<file path="config.mk">
export PLATFORM = sky130hd
export DESIGN_NAME = tsr_sample_slots
export DESIGN_NICKNAME = d
export VERILOG_FILES = /design/src/tsr_pkg.sv /design/src/tsr_slot_store.sv /design/src/tsr_sample_slots.sv
export VERILOG_INCLUDE_DIRS = /design/src
export SDC_FILE = /design/constraint.sdc
export NUM_CORES = 1
export LEC_CHECK = 0
export BUFFER_PORTS_ARGS = -buffer_cell sky130_fd_sc_hd__buf_2
export CORE_ASPECT_RATIO = 0.6
export CORE_UTILIZATION = 53
export CTS_CLUSTER_SIZE = 40
export DETAILED_ROUTE_END_ITERATION = 7
export HOLD_SLACK_MARGIN = 0.06
export PLACE_DENSITY = 0.77
export SETUP_SLACK_MARGIN = 0.1
export SKIP_LAST_GASP = 1
export SLEW_MARGIN = 0
export SYNTH_ARGS = -nofsm -noshare
export SYNTH_HDL_FRONTEND = slang
export SYNTH_SLANG_ARGS = --single-unit
</file>
<file path="constraint.sdc">
create_clock -name clk_i -period 1.8 [get_ports clk_i]
set_clock_uncertainty 0.1 [all_clocks]
set_input_delay 0.36 -clock clk_i [delete_from_list [all_inputs] [get_ports clk_i]]
set_output_delay 0.36 -clock clk_i [all_outputs]
set_load 0.05 [all_outputs]
</file>
<file path="src/tsr_params.svh">
// Register offsets, field positions, reset values and phase codes of the sample slot block.
`ifndef TSR_PARAMS_SVH
`define TSR_PARAMS_SVH

`define TSR_ADDR_W        12
`define TSR_DATA_W        32
`define TSR_S4_NS_OFS     12'h578
`define TSR_S4_SEC_OFS    12'h57C
`define TSR_S4_PHASE_OFS  12'h580
`define TSR_S5_NS_OFS     12'h584
`define TSR_S5_SEC_OFS    12'h588
`define TSR_S5_PHASE_OFS  12'h58C
`define TSR_POL_BIT       30
`define TSR_RSVD_BIT      31
`define TSR_NS_MSB        29
`define TSR_PHASE_MSB     2
`define TSR_RESET_WORD    32'h00000000
`define TSR_PH_0NS        3'h0
`define TSR_PH_8NS        3'h1
`define TSR_PH_16NS       3'h2
`define TSR_PH_24NS       3'h3
`define TSR_PH_32NS       3'h4

`endif

</file>
<file path="src/tsr_pkg.sv">
// Types shared by the sample slot block.
`default_nettype none

package tsr_pkg;
   timeunit 1ns;
   timeprecision 1ps;

   typedef struct packed
   {
      logic        pol;
      logic [29:0] ns;
      logic [31:0] sec;
      logic [2:0]  phase;
   } tsr_record_t;

   typedef struct packed
   {
      logic [29:0] ns;
      logic [31:0] sec;
      logic [2:0]  slot;
   } tsr_tod_t;

   typedef enum logic [1:0]
   {
      TSR_F_NS,
      TSR_F_SEC,
      TSR_F_PHASE,
      TSR_F_NONE
   } tsr_field_t;

   typedef enum logic [1:0]
   {
      TSR_IDLE,
      TSR_FETCH,
      TSR_ANSWER
   } tsr_bus_state_t;

endpackage

`default_nettype wire

</file>
<file path="src/tsr_slot_store.sv">
// Record store with one write strobe per entry and a registered read port.
`default_nettype none

module tsr_slot_store
#(
   parameter int ENTRIES = 4,
   parameter int IDX_W   = 2
)
(
   // Clock and reset.
   input  wire logic                     clk_i,
   input  wire logic                     rst_n_i,
   // Write side.
   input  wire logic [ENTRIES-1:0]       we_i,
   input  wire tsr_pkg::tsr_record_t     wdata_i,
   // Read side.
   input  wire logic [IDX_W-1:0]         raddr_i,
   output var  tsr_pkg::tsr_record_t     rdata_o
);
   timeunit 1ns;
   timeprecision 1ps;
   import tsr_pkg::*;

   tsr_record_t store [ENTRIES];

   if (ENTRIES < 1 || ENTRIES > (1 << IDX_W))
   begin : g_bad
      $error("Entry count does not fit the index width.");
   end

   ////////////////////////////////////////////////////////////////////////////////
   // Each entry loads a whole record in one edge, so no record is ever torn.
   for (genvar i = 0; i < ENTRIES; i++)
   begin : g_entry
      always_ff @(posedge clk_i or negedge rst_n_i)
      begin
         if (!rst_n_i)
            store[i] <= '0;
         else if (we_i[i])
            store[i] <= wdata_i;
      end

   end

   ////////////////////////////////////////////////////////////////////////////////
   // Read data leave through a register.
   always_ff @(posedge clk_i or negedge rst_n_i)
   begin
      if (!rst_n_i)
         rdata_o <= '0;
      else
         rdata_o <= store[raddr_i];
   end

endmodule

`default_nettype wire

</file>
<file path="src/tsr_sample_slots.sv">
// Fourth and fifth timestamp sample records with a classic Wishbone read port.
//
// The Wishbone interface to the registers was decided locally.
`default_nettype none
`include "tsr_params.svh"

module tsr_sample_slots
#(
   parameter int UNITS = 2
)
(
   // Clock and reset.
   input  wire logic                        clk_i,
   input  wire logic                        rst_n_i,
   // Wishbone slave.
   input  wire logic                        wb_cyc_i,
   input  wire logic                        wb_stb_i,
   input  wire logic                        wb_we_i,
   input  wire logic [`TSR_ADDR_W-1:0]      wb_adr_i,
   input  wire logic [3:0]                  wb_sel_i,
   input  wire logic [`TSR_DATA_W-1:0]      wb_dat_i,
   output var  logic [`TSR_DATA_W-1:0]      wb_dat_o,
   output var  logic                        wb_ack_o,
   // Unit index pointer from the global index register.
   input  wire logic                        unit_select_i,
   // Capture strobes and time of day.
   input  wire tsr_pkg::tsr_tod_t           tod_i,
   input  wire logic                        capture_rising_i,
   input  wire logic [UNITS-1:0]            capture4_i,
   input  wire logic [UNITS-1:0]            capture5_i
);
   timeunit 1ns;
   timeprecision 1ps;
   import tsr_pkg::*;

   localparam int ENTRIES = 2 * UNITS;
   localparam int IDX_W   = 2;

   if (UNITS < 1 || UNITS > 2)
   begin : g_bad_units
      $error("A one-bit unit pointer serves one or two units only.");
   end

   tsr_bus_state_t      state;
   tsr_field_t          dec_field;
   tsr_field_t          field_q;
   logic                dec_slot;
   logic                unit_eff;
   logic                req;
   logic [IDX_W-1:0]    rd_entry;
   logic [ENTRIES-1:0]  cap_we;
   tsr_record_t         wr_rec;
   tsr_record_t         rd_rec;
   logic [`TSR_DATA_W-1:0] next_dat;

   ////////////////////////////////////////////////////////////////////////////////
   // Phase code of the 8ns cycle inside the 40ns period.
   function automatic logic [2:0] phase_code(input logic [2:0] slot);
      logic [2:0] code;
      code = `TSR_PH_0NS;
      case (slot)
         3'h0 : code = `TSR_PH_0NS;
         3'h1 : code = `TSR_PH_8NS;
         3'h2 : code = `TSR_PH_16NS;
         3'h3 : code = `TSR_PH_24NS;
         3'h4 : code = `TSR_PH_32NS;
         default : code = `TSR_PH_0NS;
      endcase
      return code;
   endfunction

   ////////////////////////////////////////////////////////////////////////////////
   // Capture path: polarity, time and phase form one record.
   always_comb
   begin
      wr_rec.pol   = capture_rising_i;
      wr_rec.ns    = tod_i.ns;
      wr_rec.sec   = tod_i.sec;
      wr_rec.phase = phase_code(tod_i.slot);
   end

   for (genvar u = 0; u < UNITS; u++)
   begin : g_unit
      assign cap_we[2*u]   = capture4_i[u];
      assign cap_we[2*u+1] = capture5_i[u];
   end

   ////////////////////////////////////////////////////////////////////////////////
   // Address decode and record selection.
   always_comb
   begin
      dec_field = TSR_F_NONE;
      dec_slot  = 1'b0;
      case (wb_adr_i)
         `TSR_S4_NS_OFS    : dec_field = TSR_F_NS;
         `TSR_S4_SEC_OFS   : dec_field = TSR_F_SEC;
         `TSR_S4_PHASE_OFS : dec_field = TSR_F_PHASE;
         `TSR_S5_NS_OFS    :
         begin
            dec_field = TSR_F_NS;
            dec_slot  = 1'b1;
         end
         `TSR_S5_SEC_OFS   :
         begin
            dec_field = TSR_F_SEC;
            dec_slot  = 1'b1;
         end
         `TSR_S5_PHASE_OFS :
         begin
            dec_field = TSR_F_PHASE;
            dec_slot  = 1'b1;
         end
         default : dec_field = TSR_F_NONE;
      endcase
   end

   assign unit_eff = (UNITS == 2) ? unit_select_i : 1'b0;
   assign rd_entry = {unit_eff, dec_slot};
   assign req      = wb_cyc_i && wb_stb_i;

   tsr_slot_store
   #(
      .ENTRIES (ENTRIES),
      .IDX_W   (IDX_W)
   )
   u_store
   (
      .clk_i   (clk_i),
      .rst_n_i (rst_n_i),
      .we_i    (cap_we),
      .wdata_i (wr_rec),
      .raddr_i (rd_entry),
      .rdata_o (rd_rec)
   );

   ////////////////////////////////////////////////////////////////////////////////
   // Read word formatting; reserved bits read as zero.
   always_comb
   begin
      next_dat = `TSR_RESET_WORD;
      if (!wb_we_i)
      begin
         unique case (field_q)
            TSR_F_NS :
            begin
               next_dat[`TSR_POL_BIT]    = rd_rec.pol;
               next_dat[`TSR_NS_MSB:0]   = rd_rec.ns;
               next_dat[`TSR_RSVD_BIT]   = 1'b0;
            end
            TSR_F_SEC   : next_dat = rd_rec.sec;
            TSR_F_PHASE : next_dat[`TSR_PHASE_MSB:0] = rd_rec.phase;
            TSR_F_NONE  : next_dat = `TSR_RESET_WORD;
         endcase
      end
   end

   ////////////////////////////////////////////////////////////////////////////////
   // Bus sequencing: take, fetch, answer for one cycle.
   always_ff @(posedge clk_i or negedge rst_n_i)
   begin
      if (!rst_n_i)
      begin
         state   <= TSR_IDLE;
         field_q <= TSR_F_NONE;
      end
      else
      begin
         unique case (state)
            TSR_IDLE :
            begin
               if (req)
               begin
                  state   <= TSR_FETCH;
                  field_q <= dec_field;
               end
            end
            TSR_FETCH  : state <= TSR_ANSWER;
            TSR_ANSWER : state <= TSR_IDLE;
         endcase
      end
   end

   always_ff @(posedge clk_i or negedge rst_n_i)
   begin
      if (!rst_n_i)
         wb_ack_o <= 1'b0;
      else
         wb_ack_o <= (state == TSR_FETCH);
   end

   always_ff @(posedge clk_i or negedge rst_n_i)
   begin
      if (!rst_n_i)
         wb_dat_o <= `TSR_RESET_WORD;
      else if (state == TSR_FETCH)
         wb_dat_o <= next_dat;
   end
endmodule

`default_nettype wire

</file>
==> impl_metrics.tcl, run 1 <==
set metrics [dict create \
    run_status "finished clean" \
    cp_num_buf_inv 1 \
    power_switching_w 0.004649 \
    hold-path-endpoint "u_store.store[121]$_DFFE_PN0P_" \
    sequential_cell_area_fraction_in_the_yosys_report 0.6194 \
    post-cts-setup-buffers 0 \
    final_hold_viol_count 0 \
    timing.fmax_ghz 0.6162 \
    detail_route.wirelength.met1_mm 15.53 \
    holdCritStartpoint "tod_i[55]" \
    maxCapViolCount 0 \
    min_period_over_period 0.9016 \
    wl_met3_mm 1.608 \
    critPathMaxStageDelay_ns 0.38 \
    cts-buffers-inserted 35 \
    route.detailed.drc 0 \
    fin_tns_setup_ns 0 \
    cpMaxStageDelayCell "sky130_fd_sc_hd__dfrtp_1" \
    synth_seq_cells 367 \
    detail_route.wl_per_cell_um 21.64 \
    tritoncts "done" \
    nets 1225 \
    rsz0062_at_grt "no" \
    cts.clk_slew.worst_paths_ns 0.06 \
    antenna_violation_net_count_after_detailed_routing 0 \
    worst_hold_path_cells 2 \
    grt_pass1_wl_mm 52.79 \
    source_to_sink_clock_delay_at_the_later_pin_of_the_worst_skew_pair_ns 0.51 \
    post_route_cells_drive_above_1_share 0.4951 \
    crit_required_ns 1.34 \
    setup_slack_ns 0.1771 \
    number_of_global_route_vias_before_repair 9263 \
    initial_core_util 0.5389 \
    largest_net_degree_at_the_start_of_global_routing 74 \
    filler_cell_count 1901 \
    syn-num-nets 1012 \
    root_buffer "sky130_fd_sc_hd__clkbuf_16" \
    synthesis.area_per_instance_um2 16.74 \
    crit_family "flip-flops" \
    design_area_um2 18080 \
    drtIter0Drc 545 \
    post_synth_num_cell_types 28 \
    post-dp-hpwl_mm 21.35 \
    criticalPathCategory "reg2out" \
    totalPowerFinal_w 0.01944 \
    pre_cts_slack_ns -0.3267 \
    netlist_area_um2 14830 \
    timing.critical_path.cells "buf_2" \
    slew_headroom 0.6430 \
    die_width_um 218.0 \
    grt_antenna_before_repair 1 \
    clock_tree.htree_level_count 2 \
    synthesis.yosys.warnings 0 \
    via_count 8377 \
    detailroute.wirelength.met2_mm 14.66 \
    worst-endpoint-arrival_ns 1.16 \
    timing.final.setup_violations 0 \
    track_usage 0.2383 \
    routed_wl_mm 32.33 \
    worst-r2r-cell-count 3 \
    core.rowCount 47 \
    worst-slew-pin-transition_ns 0.5344 \
    clock-sinks 367 \
    cts_max_path_buffers 3 \
    power.static_leakage_nw 8.075 \
    pwr-share-clk 0.383 \
    avgViaCountPerCell 5.607 \
    cell_internal_pwr_w 0.01479 \
    topRoutingLayerUsed "met4" \
    firstDrtPassIters 5 \
    fin_hold_ws_ns 0.09704 \
    power_switching_share 0.2392 \
    design.portCount 157 \
    final_period_minus_worst_setup_slack_ns 1.623 \
    global_route.overflow_total 0 \
    gpl.final_weighted_congestion 0.7718 \
    sequentialPowerShare 0.492 \
    cell_area_power_density_nw_per_um2 1075 \
    detailed_place.area_um2 16270 \
    critPathMaxFanout 2 \
    die_area_um2 28680 \
    worst_r2r_startpoint "field_q[0]$_DFFE_PN1P_" \
    netlist_instances 886 \
    worst_setup_path_start_kind "flop" \
    p_comb_frac 0.124 \
    floorplan.die.height_um 131.6 \
    core_region_area_um2 27520 \
    buffer_ports.inserted 120 \
    worst_r2r_endpoint "wb_dat_o[7]$_DFFE_PN0P_" \
    area_growth_syn_to_layout_pct 21.92 \
    critical_path.endpoint_type "output pin" \
    setup.reg_to_reg.worst_slack_ns 0.18 \
    final-max-slew-violation-count 0 \
    hold_class "in2reg" \
    vdd_ir_drop_max_mv 0.5898 \
]
-- worst max-delay path by stage --
stage / from / to / depth (start not counted)
detailed placement: wb_adr_i[11] / u_store.rdata_o[17]$_DFF_PN0_ / 6
CTS: wb_dat_o[31]$_DFFE_PN0P_ / wb_dat_o[31] / 1
floorplan: wb_adr_i[11] / u_store.rdata_o[25]$_DFF_PN0_ / 7
global placement: wb_adr_i[11] / u_store.rdata_o[45]$_DFF_PN0_ / 6
finish: wb_dat_o[31]$_DFFE_PN0P_ / wb_dat_o[31] / 1
global route: field_q[0]$_DFFE_PN1P_ / wb_dat_o[1]$_DFFE_PN0P_ / 4
-- timing repair --
action,in CTS,in global routing
resized for setup,0,0
hold buffers,63,0
hold endpoints to repair,537,0
-- stage by stage --
step,util,std cells
after detailed placement,0.5913,1366
final,0.6570,1494
after floorplan,-,886
after global routing,0.6568,1492
after global placement,0.5913,1366
after CTS,0.6568,1492
-- sequential cells by signal, summed over array words and instances (netlist names) --
signal	flops
u_store.store	264
u_store.rdata_o	66
wb_dat_o	32
field_q	2
state	2
wb_ack_o	1
-- synthesized netlist by cell type --
cell | number | share of area
sky130_fd_sc_hd__a21oi_1 | 5 | 0.0017
sky130_fd_sc_hd__clkbuf_1 | 45 | 0.011
sky130_fd_sc_hd__nand2b_1 | 1 | 0.00042
sky130_fd_sc_hd__o21ai_1 | 1 | 0.00034
sky130_fd_sc_hd__buf_2 | 2 | 0.00067
sky130_fd_sc_hd__nor2b_1 | 5 | 0.0021
sky130_fd_sc_hd__and4b_1 | 1 | 0.00067
sky130_fd_sc_hd__mux4_2 | 66 | 0.10
sky130_fd_sc_hd__mux2i_1 | 32 | 0.022
sky130_fd_sc_hd__inv_1 | 34 | 0.0086
sky130_fd_sc_hd__nor3b_1 | 1 | 0.00051
sky130_fd_sc_hd__ha_1 | 2 | 0.0017
sky130_fd_sc_hd__nand2_1 | 4 | 0.0010
sky130_fd_sc_hd__dfrtp_1 | 365 | 0.62
sky130_fd_sc_hd__nand4_1 | 1 | 0.00042
sky130_fd_sc_hd__or2_1 | 1 | 0.00042
sky130_fd_sc_hd__nor4b_1 | 1 | 0.00059
sky130_fd_sc_hd__a31o_2 | 1 | 0.00059
sky130_fd_sc_hd__nor4b_4 | 1 | 0.0016
sky130_fd_sc_hd__o22ai_1 | 31 | 0.013
sky130_fd_sc_hd__nor2_1 | 7 | 0.0018
sky130_fd_sc_hd__o21ai_0 | 3 | 0.0010
sky130_fd_sc_hd__buf_6 | 1 | 0.00076
sky130_fd_sc_hd__mux2_2 | 265 | 0.20
sky130_fd_sc_hd__dfstp_2 | 2 | 0.0035
sky130_fd_sc_hd__nand3b_1 | 2 | 0.0010
sky130_fd_sc_hd__buf_12 | 5 | 0.0067
sky130_fd_sc_hd__and3_1 | 1 | 0.00042
-- routing by layer --
layer	track usage	vias to the layer above
met5	0	-
met4	0.04817	0
met3	0.04282	44
met2	0.3584	197
met1	0.3666	4475
li1	-	3661
-- kinds of logic (layout without fill, tap and decap cells) --
kind of cell	after synthesis	after routing	synth area share
compound gates	41	41	0.01670
fa+ha+maj	2	2	0.001687
buf+inv	87	326	0.02818
flops	367	367	0.6194
mux	363	363	0.3230
other cells	0	2	0
simple gates	26	26	0.01097
-- area by class of cell --
class,instances,area [um^2],area share
Antenna cell,2,5.005,0.0002768
Clock buffer,53,1033,0.05716
Clock inverter,10,138.9,0.007681
Inverter,34,127.6,0.007058
Multi-Input combinational cell,432,5244,0.2900
Sequential cell,367,9186,0.5081
Tap cell,367,459.2,0.02540
Timing Repair Buffer,229,1887,0.1044
-- layout by cell type, fill, tap and decap left out, drive strengths merged --
cell | Yosys | routed
o22ai | 31 | 31
nand2 | 4 | 4
and3 | 1 | 1
diode | 0 | 2
buf | 8 | 166
clkinvlp | 0 | 1
mux2i | 32 | 32
dfrtp | 365 | 365
nor3b | 1 | 1
dfstp | 2 | 2
nand3b | 2 | 2
ha | 2 | 2
nand2b | 1 | 1
mux4 | 66 | 66
o21ai | 4 | 4
a21oi | 5 | 5
dlygate4sd3 | 0 | 63
nand4 | 1 | 1
and4b | 1 | 1
nor2 | 7 | 7
or2 | 1 | 1
clkinv | 0 | 3
bufinv | 0 | 3
nor4b | 2 | 2
nor2b | 5 | 5
clkbuf | 45 | 53
mux2 | 265 | 265
inv | 34 | 37
a31o | 1 | 1
-- power by group through the flow --
stage | Clock [W] | Sequential [W] | Combinational [W]
floorplan | 0 | 0.00955 | 0.00142
global placement | 0 | 0.00966 | 0.00223
detailed placement | 0 | 0.00969 | 0.00231
CTS | 0.00760 | 0.00956 | 0.00244
global route | 0.00792 | 0.00965 | 0.00261
finish | 0.00745 | 0.00957 | 0.00241
(Power assumes the default switching activity.)
==> inputs of run 2 (changes only) <==
PLACE_DENSITY = 0.76   (was 0.77)
==> impl_metrics.tcl, run 2 (same netlist as run 1, synthesis figures left out) <==
set metrics [dict create \
    final-max-slew-violation-count 0 \
    die_area_um2 28680 \
    root_buffer "sky130_fd_sc_hd__clkbuf_16" \
    gpl.final_weighted_congestion 0.7945 \
    crit_required_ns 2.07 \
    cts.clk_slew.worst_paths_ns 0.06 \
    avgViaCountPerCell 5.583 \
    rsz0062_at_grt "no" \
    nets 1227 \
    final_period_minus_worst_setup_slack_ns 1.623 \
    number_of_global_route_vias_before_repair 9077 \
    source_to_sink_clock_delay_at_the_later_pin_of_the_worst_skew_pair_ns 0.51 \
    criticalPathCategory "in2reg" \
    worst-endpoint-arrival_ns 1.89 \
    filler_cell_count 1871 \
    core.rowCount 47 \
    post_route_cells_drive_above_1_share 0.5000 \
    global_route.overflow_total 0 \
    critPathMaxFanout 18 \
    route.detailed.drc 0 \
    floorplan.die.height_um 131.6 \
    worst-slew-pin-transition_ns 0.4139 \
    cts-buffers-inserted 36 \
    firstDrtPassIters 7 \
    core_region_area_um2 27520 \
    vdd_ir_drop_max_mv 0.5979 \
    register_bank_with_the_most_flops "u_store.store" \
    post_cts_resized 0 \
    power.static_leakage_nw 8.111 \
    buffer_ports.inserted 120 \
    design.portCount 157 \
    slew_headroom 0.7234 \
    setup_slack_ns 0.1769 \
    track_usage 0.2351 \
    die_width_um 218.0 \
    antenna_violation_net_count_after_detailed_routing 0 \
    final_core_util 0.6584 \
    clock_tree.htree_level_count 2 \
    post-dp-hpwl_mm 20.95 \
    largest_net_degree_at_the_start_of_global_routing 73 \
    cell_area_power_density_nw_per_um2 1082 \
    pre_cts_slack_ns -0.3469 \
    routed_wl_mm 31.89 \
    mostFrequentLayoutCells "365 x sky130_fd_sc_hd__dfrtp_1, 265 x sky130_fd_sc_hd__mux2_2, 119 x sky130_fd_sc_hd__buf_2" \
    drtIter0Drc 488 \
    largest_reg_flops 264 \
    timing.fmax_ghz 0.6161 \
    grt_antenna_before_repair 3 \
    hold_class "in2reg" \
    final_hold_viol_count 0 \
    worst_setup_path_start_kind "input port" \
    cts_max_path_buffers 3 \
    initial_core_util 0.5389 \
    run_status "finished clean" \
    grt_pass1_wl_mm 51.81 \
    tritoncts "done" \
    layout_top_registers "u_store.store x264, u_store.rdata_o x66, wb_dat_o x32" \
    fin_hold_ws_ns 0.09195 \
    detail_route.wl_per_cell_um 21.34 \
    layout.cells.most_common "sky130_fd_sc_hd__dfrtp_1" \
    maxCapViolCount 0 \
    critical_path.endpoint_type "flop" \
    setup.reg_to_reg.worst_slack_ns 0.25 \
    min_period_over_period 0.9017 \
    clock-sinks 367 \
    timing.final.setup_violations 0 \
    via_count 8341 \
    area_growth_syn_to_layout_pct 22.19 \
]
[run 2: path summary, 6_finish.rpt]
kind | startpoint | to | cells after the start
max | wb_adr_i[11] | u_store.rdata_o[59]$_DFF_PN0_ | 6
min | wb_we_i | wb_dat_o[31]$_DFFE_PN0P_ | 4
max reg2reg | state[0]$_DFFE_PN0P_ | field_q[1]$_DFFE_PN1P_ | 5
min reg2reg | u_store.store[131]$_DFFE_PN0P_ | u_store.store[131]$_DFFE_PN0P_ | 1
max in group asynchronous | rst_n_i | u_store.rdata_o[29]$_DFF_PN0_ | 4
min in group asynchronous | rst_n_i | u_store.store[145]$_DFFE_PN0P_ | 2
[run 2: stage by stage]
stage | instance area (um^2) | total power (W) | TNS [ns] | std cells
after detailed placement | 16260 | 0.01199 | -20.88 | 1366
after CTS | 18120 | 0.01975 | 0 | 1493
after global routing | 18120 | 0.02037 | 0 | 1494
after global placement | 16260 | 0.01189 | -19.42 | 1366
after floorplan | 14850 | 0.01097 | -11.36 | 886
final | 18120 | 0.01961 | 0 | 1494
[run 2: critical path: stages]
cell	delay, ns
sky130_fd_sc_hd__buf_2	0.11
sky130_fd_sc_hd__nor4b_4	0.25
sky130_fd_sc_hd__nand3b_1	0.16
sky130_fd_sc_hd__or2_4	0.36
sky130_fd_sc_hd__buf_12	0.19
sky130_fd_sc_hd__mux4_2	0.44
[run 2: where the power goes]
group	switching, W	internal [W]
Sequential	0.000490	0.00908
Combinational	0.00111	0.00130
Clock	0.00306	0.00457
Total	0.00466	0.0149
[run 2: routing by layer]
| metal | up-vias | global-route usage | routed length, um |
|---|---|---|---|
| met2 | 152 | 0.3411 | 14360 |
| met3 | 53 | 0.04583 | 1412 |
| li1 | 3681 | - | - |
| met1 | 4451 | 0.3677 | 15530 |
| met5 | - | 0 | 18 |
| met4 | 4 | 0.05517 | 561 |
[run 2: final cells by class]
cell class	instances	area (um^2)	share of cell area
multi-input cells	432	5244	0.2894
clock buffers	49	1061	0.05855
flip-flops and latches	367	9186	0.5069
inverters	34	127.6	0.007043
diodes	1	2.502	0.0001381
repair buffers	230	1884	0.1040
well taps	367	459.2	0.02534
clock inverters	14	156.4	0.008631
[run 2: repair_timing]
item,CTS,global route
hold buffers,64,0
setup buffers,0,0
endpoints found under the setup margin,0,0
endpoints found under the hold margin,538,0
